## config.mk

```make
export PLATFORM = sky130hd
export DESIGN_NAME = ppoc_top
export DESIGN_NICKNAME = d
export VERILOG_FILES = /design/src/ppoc_pkg.sv /design/src/ppoc_top.sv /design/src/ppoc_axil_slave.sv /design/src/ppoc_pad_mux.sv
export SDC_FILE = /design/constraint.sdc
export NUM_CORES = 1
export LEC_CHECK = 0
export BUFFER_PORTS_ARGS = -buffer_cell sky130_fd_sc_hd__buf_2
export CORE_ASPECT_RATIO = 1.2
export CORE_MARGIN = 8
export CORE_UTILIZATION = 35
export DETAILED_ROUTE_END_ITERATION = 8
export GPL_TIMING_DRIVEN = 1
export SYNTH_ARGS = -nofsm -noshare
export SYNTH_HDL_FRONTEND = slang
export SYNTH_SLANG_ARGS = --single-unit
```

## constraint.sdc

```tcl
create_clock -name aclk -period 6.05 [get_ports aclk]
set_clock_uncertainty 0.2 [all_clocks]
set_input_delay 1.21 -clock aclk [delete_from_list [all_inputs] [get_ports aclk]]
set_output_delay 1.21 -clock aclk [all_outputs]
set_load 0.1 [all_outputs]
```

## src/ppoc_pkg.sv

```systemverilog
// Shared constants and types for the port pull and open-drain control block
package ppoc_pkg;
  // Bus geometry
  localparam int unsigned ADDR_W = 8;
  localparam int unsigned IDX_W  = 6;
  localparam int unsigned DATA_W = 32;
  localparam int unsigned REG_W  = 8;
  // Register indices; byte address is four times the index
  localparam logic [5:0] IDX_PM_DATA     = 6'h10;
  localparam logic [5:0] IDX_PM_INPUT    = 6'h11;
  localparam logic [5:0] IDX_PM_DIR      = 6'h12;
  localparam logic [5:0] IDX_PM_PULL_EN  = 6'h14;
  localparam logic [5:0] IDX_PM_OD_SEL   = 6'h16;
  localparam logic [5:0] IDX_PM_PULL_POL = 6'h17;
  localparam logic [5:0] IDX_PERIPH_CTRL = 6'h18;
  localparam logic [5:0] IDX_AD_PULL_HI  = 6'h38;
  localparam logic [5:0] IDX_AD_PULL_LO  = 6'h39;
  localparam logic [5:0] IDX_AD_DIR_HI   = 6'h3a;
  localparam logic [5:0] IDX_AD_DIR_LO   = 6'h3b;
  localparam logic [5:0] IDX_AD_DATA_HI  = 6'h3c;
  localparam logic [5:0] IDX_AD_DATA_LO  = 6'h3d;
  localparam logic [5:0] IDX_AD_INPUT_HI = 6'h3e;
  localparam logic [5:0] IDX_AD_INPUT_LO = 6'h3f;
  // Field positions and masks
  localparam logic [7:0] PM_POL_MASK     = 8'hfb;
  localparam int unsigned CTRL_TWI_BIT   = 0;
  localparam int unsigned CTRL_SER_BIT   = 1;
  localparam logic [7:0] CTRL_MASK       = 8'h03;
  localparam int unsigned TWI_PIN_LO     = 6;
  localparam int unsigned SER_TX_PIN     = 5;
  // Reset values
  localparam logic [7:0]  RST_BYTE       = 8'h00;
  localparam logic [15:0] RST_WORD       = 16'h0000;
  // Bus responses
  localparam logic [1:0] RESP_OKAY       = 2'h0;
  localparam logic [1:0] RESP_SLVERR     = 2'h2;

  // One register write handed from the bus slave to the register file
  typedef struct packed {
    logic             en;
    logic [IDX_W-1:0] idx;
    logic [REG_W-1:0] data;
    logic             lane0;
  } ppoc_wr_t;

  // Per-pin pad request for port M
  typedef struct packed {
    logic [7:0] out;
    logic [7:0] oe;
    logic [7:0] pull_up;
    logic [7:0] pull_dn;
  } ppoc_pad_t;
endpackage

```

## src/ppoc_top.sv

```systemverilog
// Top of the port pull and open-drain control block with its register file
//
// Register access over AXI4-Lite was decided locally.
`timescale 1ns/1ps
`default_nettype none
module ppoc_top (
  // Clock and reset
  input  wire logic                         aclk,
  input  wire logic                         aresetn,
  // AXI4-Lite write address and data
  input  wire logic [ppoc_pkg::ADDR_W-1:0]  s_axi_awaddr,
  input  wire logic                         s_axi_awvalid,
  output logic                              s_axi_awready,
  input  wire logic [ppoc_pkg::DATA_W-1:0]  s_axi_wdata,
  input  wire logic [3:0]                   s_axi_wstrb,
  input  wire logic                         s_axi_wvalid,
  output logic                              s_axi_wready,
  // AXI4-Lite write response
  output logic [1:0]                        s_axi_bresp,
  output logic                              s_axi_bvalid,
  input  wire logic                         s_axi_bready,
  // AXI4-Lite read
  input  wire logic [ppoc_pkg::ADDR_W-1:0]  s_axi_araddr,
  input  wire logic                         s_axi_arvalid,
  output logic                              s_axi_arready,
  output logic [ppoc_pkg::DATA_W-1:0]       s_axi_rdata,
  output logic [1:0]                        s_axi_rresp,
  output logic                              s_axi_rvalid,
  input  wire logic                         s_axi_rready,
  // On-chip serial peripherals sharing port M
  input  wire logic [1:0]                   twi_out,
  input  wire logic                         ser_tx,
  output logic [7:0]                        pm_level,
  // Port M pads
  input  wire logic [7:0]                   pm_in,
  output logic [7:0]                        pm_out,
  output logic [7:0]                        pm_oe,
  output logic [7:0]                        pm_pull_up,
  output logic [7:0]                        pm_pull_dn,
  // Analog port pads
  input  wire logic [15:0]                  ad_in,
  output logic [15:0]                       ad_out,
  output logic [15:0]                       ad_oe,
  output logic [15:0]                       ad_pull_en
);
  ppoc_pkg::ppoc_wr_t               wr;
  ppoc_pkg::ppoc_pad_t              pad;
  logic [ppoc_pkg::IDX_W-1:0]       rd_idx;
  logic [ppoc_pkg::REG_W-1:0]       rd_data;
  logic                             rd_hit;
  logic                             wr_hit;
  logic [7:0]                       pm_data_r;
  logic [7:0]                       pm_dir_r;
  logic [7:0]                       pm_pull_en_r;
  logic [7:0]                       pm_od_r;
  logic [7:0]                       pm_pol_r;
  logic [7:0]                       ctrl_r;
  logic [15:0]                      ad_pull_r;
  logic [15:0]                      ad_dir_r;
  logic [15:0]                      ad_data_r;
  logic [7:0]                       pm_meta_r;
  logic [7:0]                       pm_sync_r;
  logic [15:0]                      ad_meta_r;
  logic [15:0]                      ad_sync_r;
  logic                             wr_lo;

  // Bus slave
  ppoc_axil_slave u_bus (
    .aclk    (aclk),
    .aresetn (aresetn),
    .awaddr  (s_axi_awaddr),
    .awvalid (s_axi_awvalid),
    .awready (s_axi_awready),
    .wdata   (s_axi_wdata),
    .wstrb   (s_axi_wstrb),
    .wvalid  (s_axi_wvalid),
    .wready  (s_axi_wready),
    .bresp   (s_axi_bresp),
    .bvalid  (s_axi_bvalid),
    .bready  (s_axi_bready),
    .araddr  (s_axi_araddr),
    .arvalid (s_axi_arvalid),
    .arready (s_axi_arready),
    .rdata   (s_axi_rdata),
    .rresp   (s_axi_rresp),
    .rvalid  (s_axi_rvalid),
    .rready  (s_axi_rready),
    .wr      (wr),
    .wr_hit  (wr_hit),
    .rd_idx  (rd_idx),
    .rd_data (rd_data),
    .rd_hit  (rd_hit)
  );

  // Write decode: every mapped register, the input views included, accepts writes
  always_comb begin
    case (wr.idx)
      ppoc_pkg::IDX_PM_DATA, ppoc_pkg::IDX_PM_DIR, ppoc_pkg::IDX_PM_PULL_EN,
      ppoc_pkg::IDX_PM_OD_SEL, ppoc_pkg::IDX_PM_PULL_POL, ppoc_pkg::IDX_PERIPH_CTRL,
      ppoc_pkg::IDX_AD_PULL_HI, ppoc_pkg::IDX_AD_PULL_LO, ppoc_pkg::IDX_AD_DIR_HI,
      ppoc_pkg::IDX_AD_DIR_LO, ppoc_pkg::IDX_AD_DATA_HI, ppoc_pkg::IDX_AD_DATA_LO: wr_hit = 1'b1;
      ppoc_pkg::IDX_PM_INPUT, ppoc_pkg::IDX_AD_INPUT_HI, ppoc_pkg::IDX_AD_INPUT_LO: wr_hit = 1'b1;
      default: wr_hit = 1'b0;
    endcase
  end

  // Only lane 0 carries register data
  assign wr_lo = wr.en && wr.lane0;

  // Port M settings
  always_ff @(posedge aclk) begin
    if (!aresetn) begin
      pm_data_r    <= ppoc_pkg::RST_BYTE;
      pm_dir_r     <= ppoc_pkg::RST_BYTE;
      pm_pull_en_r <= ppoc_pkg::RST_BYTE;
      pm_pol_r     <= ppoc_pkg::RST_BYTE;
    end else if (wr_lo) begin
      if (wr.idx == ppoc_pkg::IDX_PM_DATA) pm_data_r <= wr.data;
      if (wr.idx == ppoc_pkg::IDX_PM_DIR) pm_dir_r <= wr.data;
      if (wr.idx == ppoc_pkg::IDX_PM_PULL_EN) pm_pull_en_r <= wr.data;
      if (wr.idx == ppoc_pkg::IDX_PM_PULL_POL) pm_pol_r <= wr.data & ppoc_pkg::PM_POL_MASK;
    end
  end

  // Open-drain select is only ever changed by software
  always_ff @(posedge aclk) begin
    if (!aresetn) begin
      pm_od_r <= ppoc_pkg::RST_BYTE;
    end else if (wr_lo && wr.idx == ppoc_pkg::IDX_PM_OD_SEL) begin
      pm_od_r <= wr.data;
    end
  end

  // Peripheral enables
  always_ff @(posedge aclk) begin
    if (!aresetn) begin
      ctrl_r <= ppoc_pkg::RST_BYTE;
    end else if (wr_lo && wr.idx == ppoc_pkg::IDX_PERIPH_CTRL) begin
      ctrl_r <= wr.data & ppoc_pkg::CTRL_MASK;
    end
  end

  // Analog port pull enables, both bytes any time
  always_ff @(posedge aclk) begin
    if (!aresetn) begin
      ad_pull_r <= ppoc_pkg::RST_WORD;
    end else if (wr_lo) begin
      if (wr.idx == ppoc_pkg::IDX_AD_PULL_HI) ad_pull_r[15:8] <= wr.data;
      if (wr.idx == ppoc_pkg::IDX_AD_PULL_LO) ad_pull_r[7:0] <= wr.data;
    end
  end

  // Analog port direction and output data
  always_ff @(posedge aclk) begin
    if (!aresetn) begin
      ad_dir_r  <= ppoc_pkg::RST_WORD;
      ad_data_r <= ppoc_pkg::RST_WORD;
    end else if (wr_lo) begin
      if (wr.idx == ppoc_pkg::IDX_AD_DIR_HI) ad_dir_r[15:8] <= wr.data;
      if (wr.idx == ppoc_pkg::IDX_AD_DIR_LO) ad_dir_r[7:0] <= wr.data;
      if (wr.idx == ppoc_pkg::IDX_AD_DATA_HI) ad_data_r[15:8] <= wr.data;
      if (wr.idx == ppoc_pkg::IDX_AD_DATA_LO) ad_data_r[7:0] <= wr.data;
    end
  end

  // Pad input synchronisers
  always_ff @(posedge aclk) begin
    if (!aresetn) begin
      pm_meta_r <= ppoc_pkg::RST_BYTE;
      pm_sync_r <= ppoc_pkg::RST_BYTE;
      ad_meta_r <= ppoc_pkg::RST_WORD;
      ad_sync_r <= ppoc_pkg::RST_WORD;
    end else begin
      pm_meta_r <= pm_in;
      pm_sync_r <= pm_meta_r;
      ad_meta_r <= ad_in;
      ad_sync_r <= ad_meta_r;
    end
  end

  // Read mux; unmapped indices answer with an error
  always_comb begin
    rd_hit  = 1'b1;
    case (rd_idx)
      ppoc_pkg::IDX_PM_DATA:     rd_data = pm_data_r;
      ppoc_pkg::IDX_PM_INPUT:    rd_data = pm_sync_r;
      ppoc_pkg::IDX_PM_DIR:      rd_data = pm_dir_r;
      ppoc_pkg::IDX_PM_PULL_EN:  rd_data = pm_pull_en_r;
      ppoc_pkg::IDX_PM_OD_SEL:   rd_data = pm_od_r;
      ppoc_pkg::IDX_PM_PULL_POL: rd_data = pm_pol_r;
      ppoc_pkg::IDX_PERIPH_CTRL: rd_data = ctrl_r;
      ppoc_pkg::IDX_AD_PULL_HI:  rd_data = ad_pull_r[15:8];
      ppoc_pkg::IDX_AD_PULL_LO:  rd_data = ad_pull_r[7:0];
      ppoc_pkg::IDX_AD_DIR_HI:   rd_data = ad_dir_r[15:8];
      ppoc_pkg::IDX_AD_DIR_LO:   rd_data = ad_dir_r[7:0];
      ppoc_pkg::IDX_AD_DATA_HI:  rd_data = ad_data_r[15:8];
      ppoc_pkg::IDX_AD_DATA_LO:  rd_data = ad_data_r[7:0];
      ppoc_pkg::IDX_AD_INPUT_HI: rd_data = ad_sync_r[15:8];
      ppoc_pkg::IDX_AD_INPUT_LO: rd_data = ad_sync_r[7:0];
      default: begin
        rd_data = ppoc_pkg::RST_BYTE;
        rd_hit  = 1'b0;
      end
    endcase
  end

  // Port M pin resolution
  ppoc_pad_mux u_pad (
    .data     (pm_data_r),
    .dir      (pm_dir_r),
    .pull_en  (pm_pull_en_r),
    .pull_pol (pm_pol_r),
    .od_sel   (pm_od_r),
    .twi_en   (ctrl_r[ppoc_pkg::CTRL_TWI_BIT]),
    .twi_out  (twi_out),
    .ser_en   (ctrl_r[ppoc_pkg::CTRL_SER_BIT]),
    .ser_tx   (ser_tx),
    .pad      (pad)
  );

  // Registered port M pad drive
  always_ff @(posedge aclk) begin
    if (!aresetn) begin
      pm_out     <= ppoc_pkg::RST_BYTE;
      pm_oe      <= ppoc_pkg::RST_BYTE;
      pm_pull_up <= ppoc_pkg::RST_BYTE;
      pm_pull_dn <= ppoc_pkg::RST_BYTE;
      pm_level   <= ppoc_pkg::RST_BYTE;
    end else begin
      pm_out     <= pad.out;
      pm_oe      <= pad.oe;
      pm_pull_up <= pad.pull_up;
      pm_pull_dn <= pad.pull_dn;
      pm_level   <= pm_sync_r;
    end
  end

  // Registered analog port pad drive; pulls only on inputs
  always_ff @(posedge aclk) begin
    if (!aresetn) begin
      ad_out     <= ppoc_pkg::RST_WORD;
      ad_oe      <= ppoc_pkg::RST_WORD;
      ad_pull_en <= ppoc_pkg::RST_WORD;
    end else begin
      ad_out     <= ad_data_r & ad_dir_r;
      ad_oe      <= ad_dir_r;
      ad_pull_en <= ad_pull_r & ~ad_dir_r;
    end
  end

  // Pull follows the enable bit on input pins
  chk_ad_pull_input: assert property (@(posedge aclk) disable iff (!aresetn)
    $past(aresetn) |-> ((ad_pull_en ^ $past(ad_pull_r)) & ~$past(ad_dir_r)) == 16'h0000)
    else $error("analog pull does not follow enable on input pin");

  // Output pins never get a pull
  chk_ad_pull_output: assert property (@(posedge aclk) disable iff (!aresetn)
    $past(aresetn) |-> ((ad_pull_en & $past(ad_dir_r)) == 16'h0000))
    else $error("analog pull active on output pin");

  // Polarity picks pull-down only where selectable
  chk_pm_pull_dir: assert property (@(posedge aclk) disable iff (!aresetn)
    $past(aresetn) |-> !pm_pull_dn[2] && ((pm_pull_up & pm_pull_dn) == 8'h00)
      && ((pm_pull_dn & ~$past(pm_pol_r)) == 8'h00))
    else $error("port M pull polarity wrong");

  // Open-drain never drives high on plain outputs
  chk_pm_od_low: assert property (@(posedge aclk) disable iff (!aresetn)
    $past(aresetn) |-> ((pm_oe & pm_out & $past(pm_od_r & pm_dir_r)) == 8'h00))
    else $error("open-drain pin driven high");

  // Input pins 0 to 4 are never driven
  chk_pm_input_quiet: assert property (@(posedge aclk) disable iff (!aresetn)
    $past(aresetn) |-> ((pm_oe[4:0] & ~$past(pm_dir_r[4:0])) == 5'h00))
    else $error("input pin driven");

  // Serial output obeys the select bit
  chk_ser_od: assert property (@(posedge aclk) disable iff (!aresetn)
    (ctrl_r[ppoc_pkg::CTRL_SER_BIT] && pm_od_r[5] && ser_tx) |=> !pm_oe[5])
    else $error("serial output driven high in open-drain");

  // Two-wire pins never driven high while the bus is enabled
  chk_twi_forced: assert property (@(posedge aclk) disable iff (!aresetn)
    ctrl_r[ppoc_pkg::CTRL_TWI_BIT] |=> ((pm_oe[7:6] & pm_out[7:6]) == 2'h0) && (pm_oe[7:6] == ~$past(twi_out)))
    else $error("two-wire pin not open-drain");

  // Stored select bits stay put while the bus is enabled, except when software writes the select register
  chk_od_kept: assert property (@(posedge aclk) disable iff (!aresetn)
    (ctrl_r[ppoc_pkg::CTRL_TWI_BIT] && !(wr_lo && wr.idx == ppoc_pkg::IDX_PM_OD_SEL)) |=> $stable(pm_od_r))
    else $error("open-drain select changed by bus enable");

  // Analog pull enables come out of reset cleared
  chk_pull_reset: assert property (@(posedge aclk) disable iff (!aresetn)
    !$past(aresetn) |-> (ad_pull_r == 16'h0000) ##1 (ad_pull_en == 16'h0000))
    else $error("pull enables not cleared by reset");
endmodule
`default_nettype wire

```

## src/ppoc_axil_slave.sv

```systemverilog
// AXI4-Lite slave front end for the pad control registers
`timescale 1ns/1ps
`default_nettype none
module ppoc_axil_slave (
  // Clock and reset
  input  wire logic                         aclk,
  input  wire logic                         aresetn,
  // Write address and data
  input  wire logic [ppoc_pkg::ADDR_W-1:0]  awaddr,
  input  wire logic                         awvalid,
  output logic                              awready,
  input  wire logic [ppoc_pkg::DATA_W-1:0]  wdata,
  input  wire logic [3:0]                   wstrb,
  input  wire logic                         wvalid,
  output logic                              wready,
  // Write response
  output logic [1:0]                        bresp,
  output logic                              bvalid,
  input  wire logic                         bready,
  // Read address and data
  input  wire logic [ppoc_pkg::ADDR_W-1:0]  araddr,
  input  wire logic                         arvalid,
  output logic                              arready,
  output logic [ppoc_pkg::DATA_W-1:0]       rdata,
  output logic [1:0]                        rresp,
  output logic                              rvalid,
  input  wire logic                         rready,
  // Register file side
  output ppoc_pkg::ppoc_wr_t                wr,
  input  wire logic                         wr_hit,
  output logic [ppoc_pkg::IDX_W-1:0]        rd_idx,
  input  wire logic [ppoc_pkg::REG_W-1:0]   rd_data,
  input  wire logic                         rd_hit
);
  logic                        aw_held_r;
  logic                        w_held_r;
  logic [ppoc_pkg::ADDR_W-1:0] awaddr_r;
  logic [ppoc_pkg::REG_W-1:0]  wdata_r;
  logic                        lane0_r;
  logic                        do_wr;

  // Write fires once both halves are held and no response is pending
  assign do_wr     = aw_held_r && w_held_r && !bvalid;
  assign wr.en     = do_wr && wr_hit && (awaddr_r[1:0] == 2'h0);
  assign wr.idx    = awaddr_r[ppoc_pkg::ADDR_W-1:2];
  assign wr.data   = wdata_r;
  assign wr.lane0  = lane0_r;
  assign rd_idx    = araddr[ppoc_pkg::ADDR_W-1:2];

  // Address and data capture, either order
  always_ff @(posedge aclk) begin
    if (!aresetn) begin
      aw_held_r <= 1'b0;
      w_held_r  <= 1'b0;
      awready   <= 1'b0;
      wready    <= 1'b0;
      awaddr_r  <= '0;
      wdata_r   <= ppoc_pkg::RST_BYTE;
      lane0_r   <= 1'b0;
    end else if (bvalid && bready) begin
      aw_held_r <= 1'b0;
      w_held_r  <= 1'b0;
      awready   <= 1'b1;
      wready    <= 1'b1;
    end else begin
      if (!aw_held_r && !awready) awready <= 1'b1;
      if (!w_held_r && !wready) wready <= 1'b1;
      if (awvalid && awready) begin
        aw_held_r <= 1'b1;
        awready   <= 1'b0;
        awaddr_r  <= awaddr;
      end
      if (wvalid && wready) begin
        w_held_r <= 1'b1;
        wready   <= 1'b0;
        wdata_r  <= wdata[ppoc_pkg::REG_W-1:0];
        lane0_r  <= wstrb[0];
      end
    end
  end

  // Write response
  always_ff @(posedge aclk) begin
    if (!aresetn) begin
      bvalid <= 1'b0;
      bresp  <= ppoc_pkg::RESP_OKAY;
    end else if (do_wr) begin
      bvalid <= 1'b1;
      bresp  <= (wr_hit && awaddr_r[1:0] == 2'h0) ? ppoc_pkg::RESP_OKAY : ppoc_pkg::RESP_SLVERR;
    end else if (bready) begin
      bvalid <= 1'b0;
    end
  end

  // Read channel: data registered on the address handshake
  always_ff @(posedge aclk) begin
    if (!aresetn) begin
      arready <= 1'b0;
      rvalid  <= 1'b0;
      rdata   <= '0;
      rresp   <= ppoc_pkg::RESP_OKAY;
    end else if (arvalid && arready) begin
      arready <= 1'b0;
      rvalid  <= 1'b1;
      rdata   <= {{(ppoc_pkg::DATA_W-ppoc_pkg::REG_W){1'b0}}, rd_data};
      rresp   <= (rd_hit && araddr[1:0] == 2'h0) ? ppoc_pkg::RESP_OKAY : ppoc_pkg::RESP_SLVERR;
    end else if (rvalid && rready) begin
      rvalid  <= 1'b0;
      arready <= 1'b1;
    end else if (!rvalid) begin
      arready <= 1'b1;
    end
  end
endmodule
`default_nettype wire

```

## src/ppoc_pad_mux.sv

```systemverilog
// Per-pin drive, open-drain and pull resolution for port M
`timescale 1ns/1ps
`default_nettype none
module ppoc_pad_mux (
  // Software settings
  input  wire logic [7:0]    data,
  input  wire logic [7:0]    dir,
  input  wire logic [7:0]    pull_en,
  input  wire logic [7:0]    pull_pol,
  input  wire logic [7:0]    od_sel,
  // Peripheral ownership
  input  wire logic          twi_en,
  input  wire logic [1:0]    twi_out,
  input  wire logic          ser_en,
  input  wire logic          ser_tx,
  // Resolved pad request
  output ppoc_pkg::ppoc_pad_t pad
);
  genvar g;
  // One slice per pin
  generate
    for (g = 0; g < 8; g++) begin : g_pin
      logic twi_own;
      logic ser_own;
      logic val;
      logic out_dir;
      logic od_eff;
      logic pull_on;
      assign twi_own = twi_en && (g >= ppoc_pkg::TWI_PIN_LO);
      assign ser_own = ser_en && (g == ppoc_pkg::SER_TX_PIN);
      assign val     = twi_own ? twi_out[g % 2] : (ser_own ? ser_tx : data[g]);
      assign out_dir = dir[g] || twi_own || ser_own;
      // Select bit only matters on outputs; bus enable forces it
      assign od_eff  = out_dir && (od_sel[g] || twi_own);
      assign pad.out[g] = val && !od_eff;
      assign pad.oe[g]  = out_dir && !(od_eff && val);
      assign pull_on = pull_en[g] && !out_dir;
      assign pad.pull_dn[g] = pull_on && pull_pol[g] && ppoc_pkg::PM_POL_MASK[g];
      assign pad.pull_up[g] = pull_on && !(pull_pol[g] && ppoc_pkg::PM_POL_MASK[g]);
    end
  endgenerate
endmodule
`default_nettype wire

```

Word-level counts from Yosys, hierarchy flattened
Memories as Yosys holds them, arrays and structs flattened. A register that Yosys moved wholly into a read port is not among the register bits. Cells that the tools add are included. W data, S select, Z words.

Bits in registers: 261. Latch bits: 0. Memory bits (writable): 0. Bits in read-only memories: 64. Input bits: 86. Output and inout port bits: 129. Logic and storage cells: 225. Memories kept: 1.

Memory list: (no name shown) (depth 64, width 1, read ports 1, clocked after memory_dff 1, write ports 0, RTL line ppoc_top.sv:97) `case (wr.idx)`.

Add/sub/neg operators: 0. Multiply operators: 0. Div/mod/pow operators: 0. $lt $le $gt $ge: 0. Eq/ne operators: 28. Shift-type cells: 0. Mux-type cells: 21. Bitwise operators: 5. Reductions and logical operators: 132.

Operators by type and width (count): $pmux W8 S15 (1); $eq A6 B6 Y1 const B (14); $eq A6 B5 Y1 const B (13); $logic_and A1 B1 Y1 (70); $logic_not A1 Y1 (36); $and A16 B16 Y16 (2); $reduce_and A2 Y1 (12); $mux W1 (16); $not A16 Y16 (1); $reduce_or A15 Y1 (1); $mux W6 (2); $reduce_bool A3 Y1 (2); $logic_or A1 B1 Y1 (5); $logic_not A2 Y1 (2); $mux W2 (2); $reduce_bool A2 Y1 (2); $reduce_or A2 Y1 (2); $ne A2 B2 Y1 const B (1); $not A1 Y1 (2).

Longest topological paths before layout
Gate-level depths: netlist of run 1.

Depth in word-level cells: 6. Depth in mapped cells: 8. Gate-level depth less buffers: 5.

Modules after synthesis
A second synthesis of run 1 with hierarchy kept.

Cells, all modules: 1000. Area total of the unflattened synthesis: 10110.9 µm².

By module, submodules not included: ppoc_top (times used 1, cells each 772, area an instance 8145.3 µm², seq. area each 4504.3 µm²); ppoc_axil_slave (times used 1, cells each 185, area an instance 1605.3 µm², seq. area each 680.7 µm²); ppoc_pad_mux (times used 1, cells each 43, area an instance 360.3 µm², seq. area each 0.0 µm²).

Worst setup path before layout of run 1
Ideal clock, no wire load.

Path kind: in2reg. Start point: in s_axi_araddr[5] (netlist bit). End point: reg u_bus.rdata[0] (netlist bit). Library setup time: 115 ps. Data arrival time: 2676 ps. Data required time: 5735 ps. Setup slack: 3058 ps. Cell stages on the path: 7. Path buffers: 2. Cells stage by stage: clkbuf_1 and4bb_2 and2_0 clkbuf_1 a2111oi_0 a31oi_1 a21o_1.

Word-level cells in the longest chain between the ends: 2. Elaborated cells on any way between the ends: 16. Classes of those cells: 15 x eq/ne; 1 x mux.

RTL lines: from (decl) (RTL line ppoc_top.sv:23) `input wire logic [ppoc_pkg::ADDR_W-1:0] s_axi_araddr,`; $eq A6 B6 Y1 or $eq A6 B5 Y1 (tied branches) (RTL line ppoc_top.sv:184) `case (rd_idx)`; $pmux W8 S15 * (RTL line ppoc_top.sv:184); to (signal assigned) (RTL line ppoc_axil_slave.sv:105) `rdata <= {{(ppoc_pkg::DATA_W-ppoc_pkg::REG_W){1'b0}}, rd_data};`; to (decl) (RTL line ppoc_axil_slave.sv:24) `output logic [ppoc_pkg::DATA_W-1:0] rdata,`.

Every way passes the cells marked *; elsewhere a longest branch is shown, timed or not. A chain may end at the register's enable or synchronous reset.

Worst setup path in the final report of run 1
Start point: in s_axi_araddr[3] (netlist bit). End point: reg u_bus.rdata[0] (netlist bit).

Same word-level chain as after synthesis.

==> metrics.md, run 1 <==
| Metric | Value |
|---|---|
| Clock sink count | `259` |
| Cell internal pwr | `2.77 mW` |
| Setup Viol. Count Final | `0` |
| Top cell type's share of synthesized area | `53.0%` |
| HP Class | `register to register` |
| Tmin final | `3410 ps` |
| Slowest Stage Delay on Critical Path | `1040 ps` |
| VDD IR max | `184 uV` |
| Routed WL per cell | `18.7 um` |
| Routed vias/inst | `4.91` |
| CTS max path bufs | `3` |
| DRT Wirelength | `28500 um` |
| Async SR Flop Fraction | `0%` |
| Final instance area | `11600 um2` |
| Root buf cell | `clkbuf_16` |
| Clock Pin Slew Worst Setup and Hold Paths | `60 ps` |
| Die W | `169 um` |
| RSZ-0062 raised after global routing | `false` |
| Post-synth EDFFs | `0` |
| Syn. warnings | `0` |
| Pleak | `5.05 nW` |
| GRT Util Overall | `16.5%` |
| Fmax | `0.293 GHz` |
| Worst Tran Pin Value | `1250 ps` |
| Most common cell in the synthesized netlist | `dfxtp_1` |
| Die H | `199 um` |
| Clock power frac | `45.4%` |
| Post-route DRC | `0` |
| Fin crit share | `56.4%` |
| Worst EP required | `6320 ps` |
| Max cap viols | `0` |
| Final Hold Fails | `0` |
| Sequential fraction of the synthesis area | `53.0%` |
| Area of the core | `27700 um2` |
| Share of layout cells above drive strength 1 | `19.9%` |
| Gr ovfl total | `0` |
| Reg power frac | `48.2%` |
| Synthesized flop and latch total | `259` |
| CTS Buf Count | `26` |
| Htree depth | `1` |
| Port Buffer Count | `160` |
| Final TNS setup | `0 ps` |
| Mapped Cells | `1005` |
| CP Data Arrival Time | `3680 ps` |
| # Post-CTS Setup Buffers | `0` |
| Antenna-violating nets left | `0` |
| Combinational group share of total power | `6.4%` |
| Post-synth top area cell | `dfxtp_1` |
| Crit-path slowest cell | `nor2b_1` |
| Placed Cells | `1481` |
| Post-cts sizing count | `0` |
| Hpwl dp | `21100 um` |
| Via count | `7513` |
| Initial Util | `35.2%` |
| Die area | `33600 um2` |
| Cell Pwr Density | `314 nW/um2` |
| Main flop type after synthesis | `dfxtp_1` |
| Psw | `0.876 mW` |
| Mapped cell area | `9770 um2` |
| I/O pin cnt | `215` |
| Dominant cells by area after synthesis | `dfxtp_1 53%, mux2i_1 6.2%, and2_1 4.8%` |
| Final Max Tran Viols | `0` |
| Clk_lat worst skew | `530 ps` |
| CP Class | `input pin to register` |
| DRT iter0 DRCs | `550` |
| # rows | `67` |
| Crit path max fanout | `18` |
| First-pass GRT wire length | `43100 um` |
| Startpoint types | `input pin` |
| Fin cells | `1530` |
| Placed Area | `10700 um2` |
| Largest net degree at the start of global routing | `100` |
| Worst-path cell chain | `buf_2 > nor2b_1 > and2_0 > a2111oi_0 > a31oi_1 > a21o_1` |
| Antenna violations before repair | `3` |
| Final Net Count | `1216` |
| Routability cong. | `0.933` |
| Yosys cell types | `65` |
| CP endpoint kind | `register` |
| CTS Hold Buffers Added | `0` |
| Layout area overhead | `18.9%` |
| Max-slew headroom | `16.5%` |
| Tot Pwr | `3.65 mW` |
| Switch share | `24.0%` |
| First-pass iteration count of the detailed router | `5` |
| Number of global-route vias before repair | `7373` |
| CTS tree | `built` |
| Status | `finished, final reports clean` |
| Synth Area per Inst | `9.73 um2` |
| Most common library cells after synthesis | `259 x dfxtp_1, 118 x nand2_1, 75 x and2_1, 61 x mux2i_1, 58 x nor2b_1` |
cell families (layout without fill, tap and decap cells):
kind of cell / Yosys count / count (layout) / synth area share, %
AOI/OAI and AO/OA: 143 / 143 / 9.97
xor gates and xnor gates: 3 / 3 / 0.269
buffers and inverters: 113 / 231 / 5.59
DFF: 259 / 259 / 53.0
muxes: 71 / 71 / 7.40
other: 1 / 29 / 0.0384
and+or+nand+nor: 415 / 415 / 23.7
power by group through the flow:
| stage | combinational [mW] | sequential [mW] | clock [mW] |
|---|---|---|---|
| floorplan | 0.177 | 1.81 | 0 |
| global placement | 0.232 | 1.80 | 0 |
| detailed placement | 0.233 | 1.80 | 0 |
| CTS | 0.233 | 1.76 | 1.69 |
| global route | 0.250 | 1.76 | 1.77 |
| finish | 0.234 | 1.76 | 1.66 |
worst max-delay path, delay by kind of cell:
| family | cells | cell delay, ps |
|---|---|---|
| and+or+nand+nor | 2 | 1520 |
| AOI/OAI and AO/OA | 3 | 550 |
| buffers and inverters | 1 | 400 |
layer usage:
metal  part of all wire [%]  GRT usage [%]  up-vias
met5                   0.12              0        -
met4                    3.0           5.53        6
met3                    7.4           3.95       53
met2                     47           27.5      270
met1                     43           20.8     3530
li1                       -              -     3654
sequential cells by signal, indices dropped and copies added, names as in the netlist, 16 cells and up:
register	cells
ad_data_r	16
ad_dir_r	16
ad_meta_r	16
ad_oe	16
ad_out	16
ad_pull_en	16
ad_pull_r	16
ad_sync_r	16
final cells by class:
class | instances | area [um2]
sequential | 259 | 5180
fill | 2814 | 16100
clock inverter | 8 | 98.8
tap | 379 | 474
timing repair buffer | 166 | 852
clock buffer | 39 | 791
multi-input combinational | 659 | 4150
antenna | 2 | 5.00
inverter | 18 | 67.6
metrics by stage:
stage / utilization [%] / setup slack, ps / hold WS [ps]
floorplan: - / 3060 / 212
global placement: 38.7 / 2310 / 214
detailed placement: 38.7 / 2260 / 220
CTS: 41.9 / 2800 / 235
global route: 41.9 / 2580 / 239
finish: 41.9 / 2640 / 229
cells in the final DEF, fill, tap and decap left out, types with 5 or more instances in the layout:
cell       count
nor2b_1       58
a221oi_1       8
nand4_1        5
mux2i_1       61
buf_2        159
o21ai_0       45
and2_1        75
a22o_1         6
mux2_2        10
nand3_1       49
and3_1        31
a21boi_0      22
buf_4          6
clkbuf_8       7
clkbuf_1       5
nor4bb_1       5
a22oi_1        8
and4b_1        7
inv_1         18
clkbuf_16     27
nor2_1        27
nand2_1      118
conb_1        27
dfxtp_1      259
a32oi_1        9
a21oi_1       17
path summary, 6_finish.rpt:
path                           from        endpoint  slack [ps]  depth (start not counted)
setup / recovery    s_axi_araddr[3]  u_bus.rdata[0]        2640                          6
hold / removal         pm_meta_r[3]    pm_sync_r[3]         230                          1
setup reg to reg  u_bus.awaddr_r[4]     pm_pol_r[1]        3300                          5
hold reg to reg        pm_meta_r[3]    pm_sync_r[3]         230                          1
Power figures use the tool's default switching activity.
==> run 2, diff against run 1 <==
Clock period 6.05 ns to 2.8 ns, I/O delays scaled along.
==> metrics.md, run 2 (synthesized netlist as in run 1, its figures left out) <==
| Metric | Value |
|---|---|
| Status | `finished, final reports clean` |
| Startpoint types | `register` |
| Clk_lat worst skew | `540 ps` |
| Cell internal pwr | `5.94 mW` |
| Setup Viol. Count Final | `0` |
| Final Hold Fails | `0` |
| Routability cong. | `0.925` |
| Switch share | `24.3%` |
| DRT iter0 DRCs | `467` |
| Pleak | `5.22 nW` |
| Number of global-route vias before repair | `7511` |
| I/O pin cnt | `215` |
| Worst EP required | `3030 ps` |
| Crit path max fanout | `8` |
| Htree depth | `1` |
| Storage cell area | `5180 um2` |
| Commonest non-fill, non-tap cell in the layout | `dfxtp_1` |
| Fin crit share | `86.9%` |
| # Post-CTS Setup Buffers | `0` |
| First-pass GRT wire length | `43500 um` |
| Final Max Tran Viols | `0` |
| CTS Buf Count | `27` |
| Routed WL per cell | `18.5 um` |
| CP top delay family | `simple AND/OR/NAND/NOR gates` |
| Crit path top cell by count | `or3_1` |
| Worst hold endpoint | `ad_meta_r[14]` |
| Commonest cells after routing, fill and taps aside | `259 x dfxtp_1, 159 x buf_2, 118 x nand2_1` |
| Worst Tran Pin Value | `664 ps` |
| DRT Wirelength | `28800 um` |
| Hold Crit Depth | `2` |
| Fmax | `0.411 GHz` |
| HP Start | `ad_in[14]` |
| Buf/Inv on CP | `0` |
| CTS tree | `built` |
| Worst-path cell chain | `or3b_4 > or3_1 > or3_1 > mux2i_1 > nor2b_1` |
| Max-slew headroom | `55.7%` |
| Antenna violations before repair | `4` |
| Placed Area | `11000 um2` |
| Cell Pwr Density | `662 nW/um2` |
| Reg2Reg Launch Point | `u_bus.awaddr_r[0]` |
| Final TNS setup | `0 ps` |
| VDD IR max | `581 uV` |
| Reg power frac | `48.3%` |
| R2R setup slack | `370 ps` |
| GRT Util Overall | `16.8%` |
| Combinational group share of total power | `6.8%` |
| Post-cts sizing count | `0` |
| CTS Hold Buffers Added | `0` |
| Via count | `7531` |
| Antenna-violating nets left | `0` |
| Post-route DRC | `0` |
| Clock power frac | `44.8%` |
| Die H | `199 um` |
| Share of layout cells above drive strength 1 | `22.1%` |
| Port Buffer Count | `160` |
| CP endpoint kind | `register` |
| Die W | `169 um` |
| Routed vias/inst | `4.83` |
| CP Class | `register to register` |
| Clock Pin Slew Worst Setup and Hold Paths | `60 ps` |
| Final instance area | `11900 um2` |
| Slowest Stage Delay on Critical Path | `650 ps` |
| CP Data Arrival Time | `2660 ps` |
| Die area | `33600 um2` |
| Reg2Reg Depth | `5` |
| Final Net Count | `1248` |
| RSZ-0062 raised after global routing | `false` |
| Tmin final | `2430 ps` |
| Hpwl dp | `21600 um` |
| Reg2reg end | `ad_data_r[4]` |
| Max cap viols | `0` |
| Crit-path slowest cell | `or3_1` |
| CTS max path bufs | `3` |
| Fill count | `2756` |
| Gr ovfl total | `0` |
| Psw | `1.91 mW` |
| First-pass iteration count of the detailed router | `7` |
| Layout area overhead | `21.5%` |
| Area of the core | `27700 um2` |
| # rows | `67` |
| Root buf cell | `clkbuf_16` |
| Largest net degree at the start of global routing | `92` |
| Initial Util | `35.2%` |
| Area occupied by multi-input gates | `4150 um2` |
| Clock sink count | `259` |
| HP Class | `input pin to register` |
run 2: routing by layer:
metal,wire length (um),share of wire (%),GRT usage (%),vias to the layer above
met5,34,0.12,0,-
met1,12500,43,21.0,3485
met4,774,2.7,5.33,6
met2,13500,47,28.2,266
met3,1960,6.8,3.89,55
li1,-,-,-,3719
run 2: power groups by stage:
stage / registers [mW] / clock network, mW / logic (mW)
2_1_floorplan: 3.91 / 0 / 0.383
3_3_place_gp: 3.88 / 0 / 0.531
6_report: 3.80 / 3.52 / 0.537
4_1_cts: 3.80 / 3.61 / 0.535
5_1_grt: 3.80 / 3.77 / 0.570
3_5_place_dp: 3.88 / 0 / 0.534
run 2: final cells by class:
| class | instances | share of cell area, % |
|---|---|---|
| tap | 379 | 3.99 |
| inverter | 18 | 0.569 |
| antenna | 1 | 0.0211 |
| multi-input combinational | 659 | 34.9 |
| sequential | 259 | 43.7 |
| timing repair buffer | 197 | 9.45 |
| clock inverter | 12 | 1.10 |
| clock buffer | 35 | 6.28 |
run 2: worst max path at each step:
stage / start / endpoint / slack (ps) / depth (start not counted)
floorplan: u_bus.bvalid / ctrl_r[0] / 210 / 5
global placement: u_bus.awaddr_r[0] / ad_data_r[6] / 390 / 5
detailed placement: u_bus.awaddr_r[0] / ad_data_r[4] / 360 / 5
CTS: u_bus.awaddr_r[0] / ad_data_r[4] / 360 / 5
global route: u_bus.awaddr_r[0] / ad_data_r[0] / 260 / 5
finish: u_bus.awaddr_r[0] / ad_data_r[4] / 370 / 5
run 2: stage by stage:
stage | hold slack (ps) | setup slack, ps | total power [mW] | utilization (%) | std cells
floorplan | 212 | 212 | 4.29 | - | 1031
global placement | 216 | 387 | 4.41 | 39.6 | 1512
detailed placement | 217 | 362 | 4.41 | 39.6 | 1512
CTS | 3.12 | 363 | 7.94 | 42.8 | 1559
global route | 8.99 | 258 | 8.14 | 42.8 | 1559
finish | 25.9 | 367 | 7.86 | 42.8 | 1560
==> run 3, diff against run 2 <==
Settings changed: SYNTH_HIERARCHICAL from default to 1.
==> metrics.md, run 3 <==
| Metric | Value |
|---|---|
| Status | `finished, final reports clean` |
| Final TNS setup | `0 ps` |
| CP top delay family | `simple AND/OR/NAND/NOR gates` |
| CP endpoint kind | `register` |
| Layout area overhead | `21.1%` |
| Synth Area per Inst | `10.1 um2` |
| Max-slew headroom | `63.0%` |
| CTS Hold Buffers Added | `0` |
| Post-route DRC | `0` |
| Antenna-violating nets left | `0` |
| Routed vias/inst | `4.67` |
| Final Net Count | `1235` |
| Final instance area | `12200 um2` |
| Tot Pwr | `8.05 mW` |
| CP Class | `register to register` |
| Area occupied by multi-input gates | `4360 um2` |
| GRT Util Overall | `15.0%` |
| DRT Wirelength | `26900 um` |
| Antenna violations before repair | `3` |
| Initial Util | `35.4%` |
| # rows | `68` |
| First-pass iteration count of the detailed router | `5` |
| CTS tree | `built` |
| CTS max path bufs | `3` |
| Die area | `34600 um2` |
| Gr ovfl total | `0` |
| RSZ-0062 raised after global routing | `false` |
| Max cap viols | `0` |
| Die W | `171 um` |
| Placed Area | `11300 um2` |
| Area of the core | `28600 um2` |
| Via count | `7266` |
| Largest net degree at the start of global routing | `67` |
| Storage cell area | `5180 um2` |
| Root buf cell | `clkbuf_16` |
| Startpoint types | `register` |
| VDD IR max | `339 uV` |
| Hpwl dp | `20100 um` |
| Final Hold Fails | `0` |
| Met1 usage | `18.4%` |
| Clk_lat worst skew | `530 ps` |
| Fin crit share | `92.4%` |
| GR Layer Usage met2 | `25.8%` |
| Crit-path slowest cell | `nor4b_4` |
| Clock sink count | `259` |
| Mapped cell area | `10100 um2` |
| Buf/Inv on CP | `1` |
| Htree depth | `1` |
| Syn. warnings | `6` |
| Commonest cells after routing, fill and taps aside | `259 x dfxtp_1, 160 x buf_2, 136 x nand2_1` |
| Share of layout cells above drive strength 1 | `23.5%` |
| First-pass GRT wire length | `40900 um` |
| Worst Tran Pin Value | `555 ps` |
| Dpl ws | `128 ps` |
| Mapped Cells | `999` |
| Clock Pin Slew Worst Setup and Hold Paths | `60 ps` |
| I/O pin cnt | `215` |
| Fin worst setup slack | `213 ps` |
| Fmax | `0.387 GHz` |
| Tmin final | `2590 ps` |
| Worst-path cell chain | `or2_2 > nor2_1 > o21ai_0 > a21boi_1 > nor4b_4 > nand4_4 > nor3_4 > buf_12 > mux2i_1 > nor2b_1` |
| Worst EP required | `3020 ps` |
| Die H | `202 um` |
| Slowest Stage Delay on Critical Path | `350 ps` |
| Final hold slack | `30.3 ps` |
| CTS Buf Count | `26` |
| Pleak | `5.48 nW` |
| Crit path max fanout | `8` |
| Setup Viol. Count Final | `0` |
| HP Class | `input pin to register` |
| DRT iter0 DRCs | `511` |
| Cell Pwr Density | `657 nW/um2` |
| Commonest non-fill, non-tap cell in the layout | `dfxtp_1` |
| Fill count | `2855` |
| Final Max Tran Viols | `0` |
| Grt met3 use | `2.65%` |
| CP Data Arrival Time | `2810 ps` |
| Routability cong. | `0.918` |
| Port Buffer Count | `161` |
| Number of global-route vias before repair | `7348` |
| Gr busiest metal | `met2` |
| Routed WL per cell | `17.3 um` |
run 3: worst paths after layout:
check	startpoint	end	slack, ps	cells after the start
min	ad_in[9]	ad_meta_r[9]	30	2
max reg2reg	u_bus/awaddr_r[2]	ad_data_r[6]	210	10
max	u_bus/awaddr_r[2]	ad_data_r[6]	210	10
min reg2reg	ad_meta_r[12]	ad_sync_r[12]	230	1
run 3: metrics by stage:
| step | utilization, % | cells |
|---|---|---|
| final | 42.8 | 1555 |
| after global routing | 42.8 | 1555 |
| after CTS | 42.7 | 1552 |
| after detailed placement | 39.5 | 1505 |
| after global placement | 39.5 | 1505 |
| after floorplan | - | 1024 |
run 3: per-layer routing:
metal | up-vias | share of wire (%)
met5 | - | 0.060
met4 | 2 | 3.2
met3 | 52 | 5.6
met2 | 204 | 49
met1 | 3383 | 42
li1 | 3625 | -
run 3: final cells by class:
| cell class | instances | share of cell area [%] |
|---|---|---|
| antenna | 2 | 0.0409 |
| multi-input combinational | 646 | 35.7 |
| sequential | 259 | 42.4 |
| inverter | 22 | 0.675 |
| timing repair buffer | 194 | 9.68 |
| clock buffer | 34 | 6.13 |
| tap | 385 | 3.94 |
| clock inverter | 13 | 1.50 |
run 3: repair_timing:
action | 4_1_cts | 5_1_grt
endpoints found under the hold margin | 0 | 0
endpoints found under the setup margin | 0 | 48
gates resized for setup | 0 | 2
setup buffers | 0 | 1
run 3: report_power, final:
part | internal, mW | switching (mW)
logic | 0.143 | 0.411
clock network | 2.26 | 1.44
registers | 3.74 | 0.0491
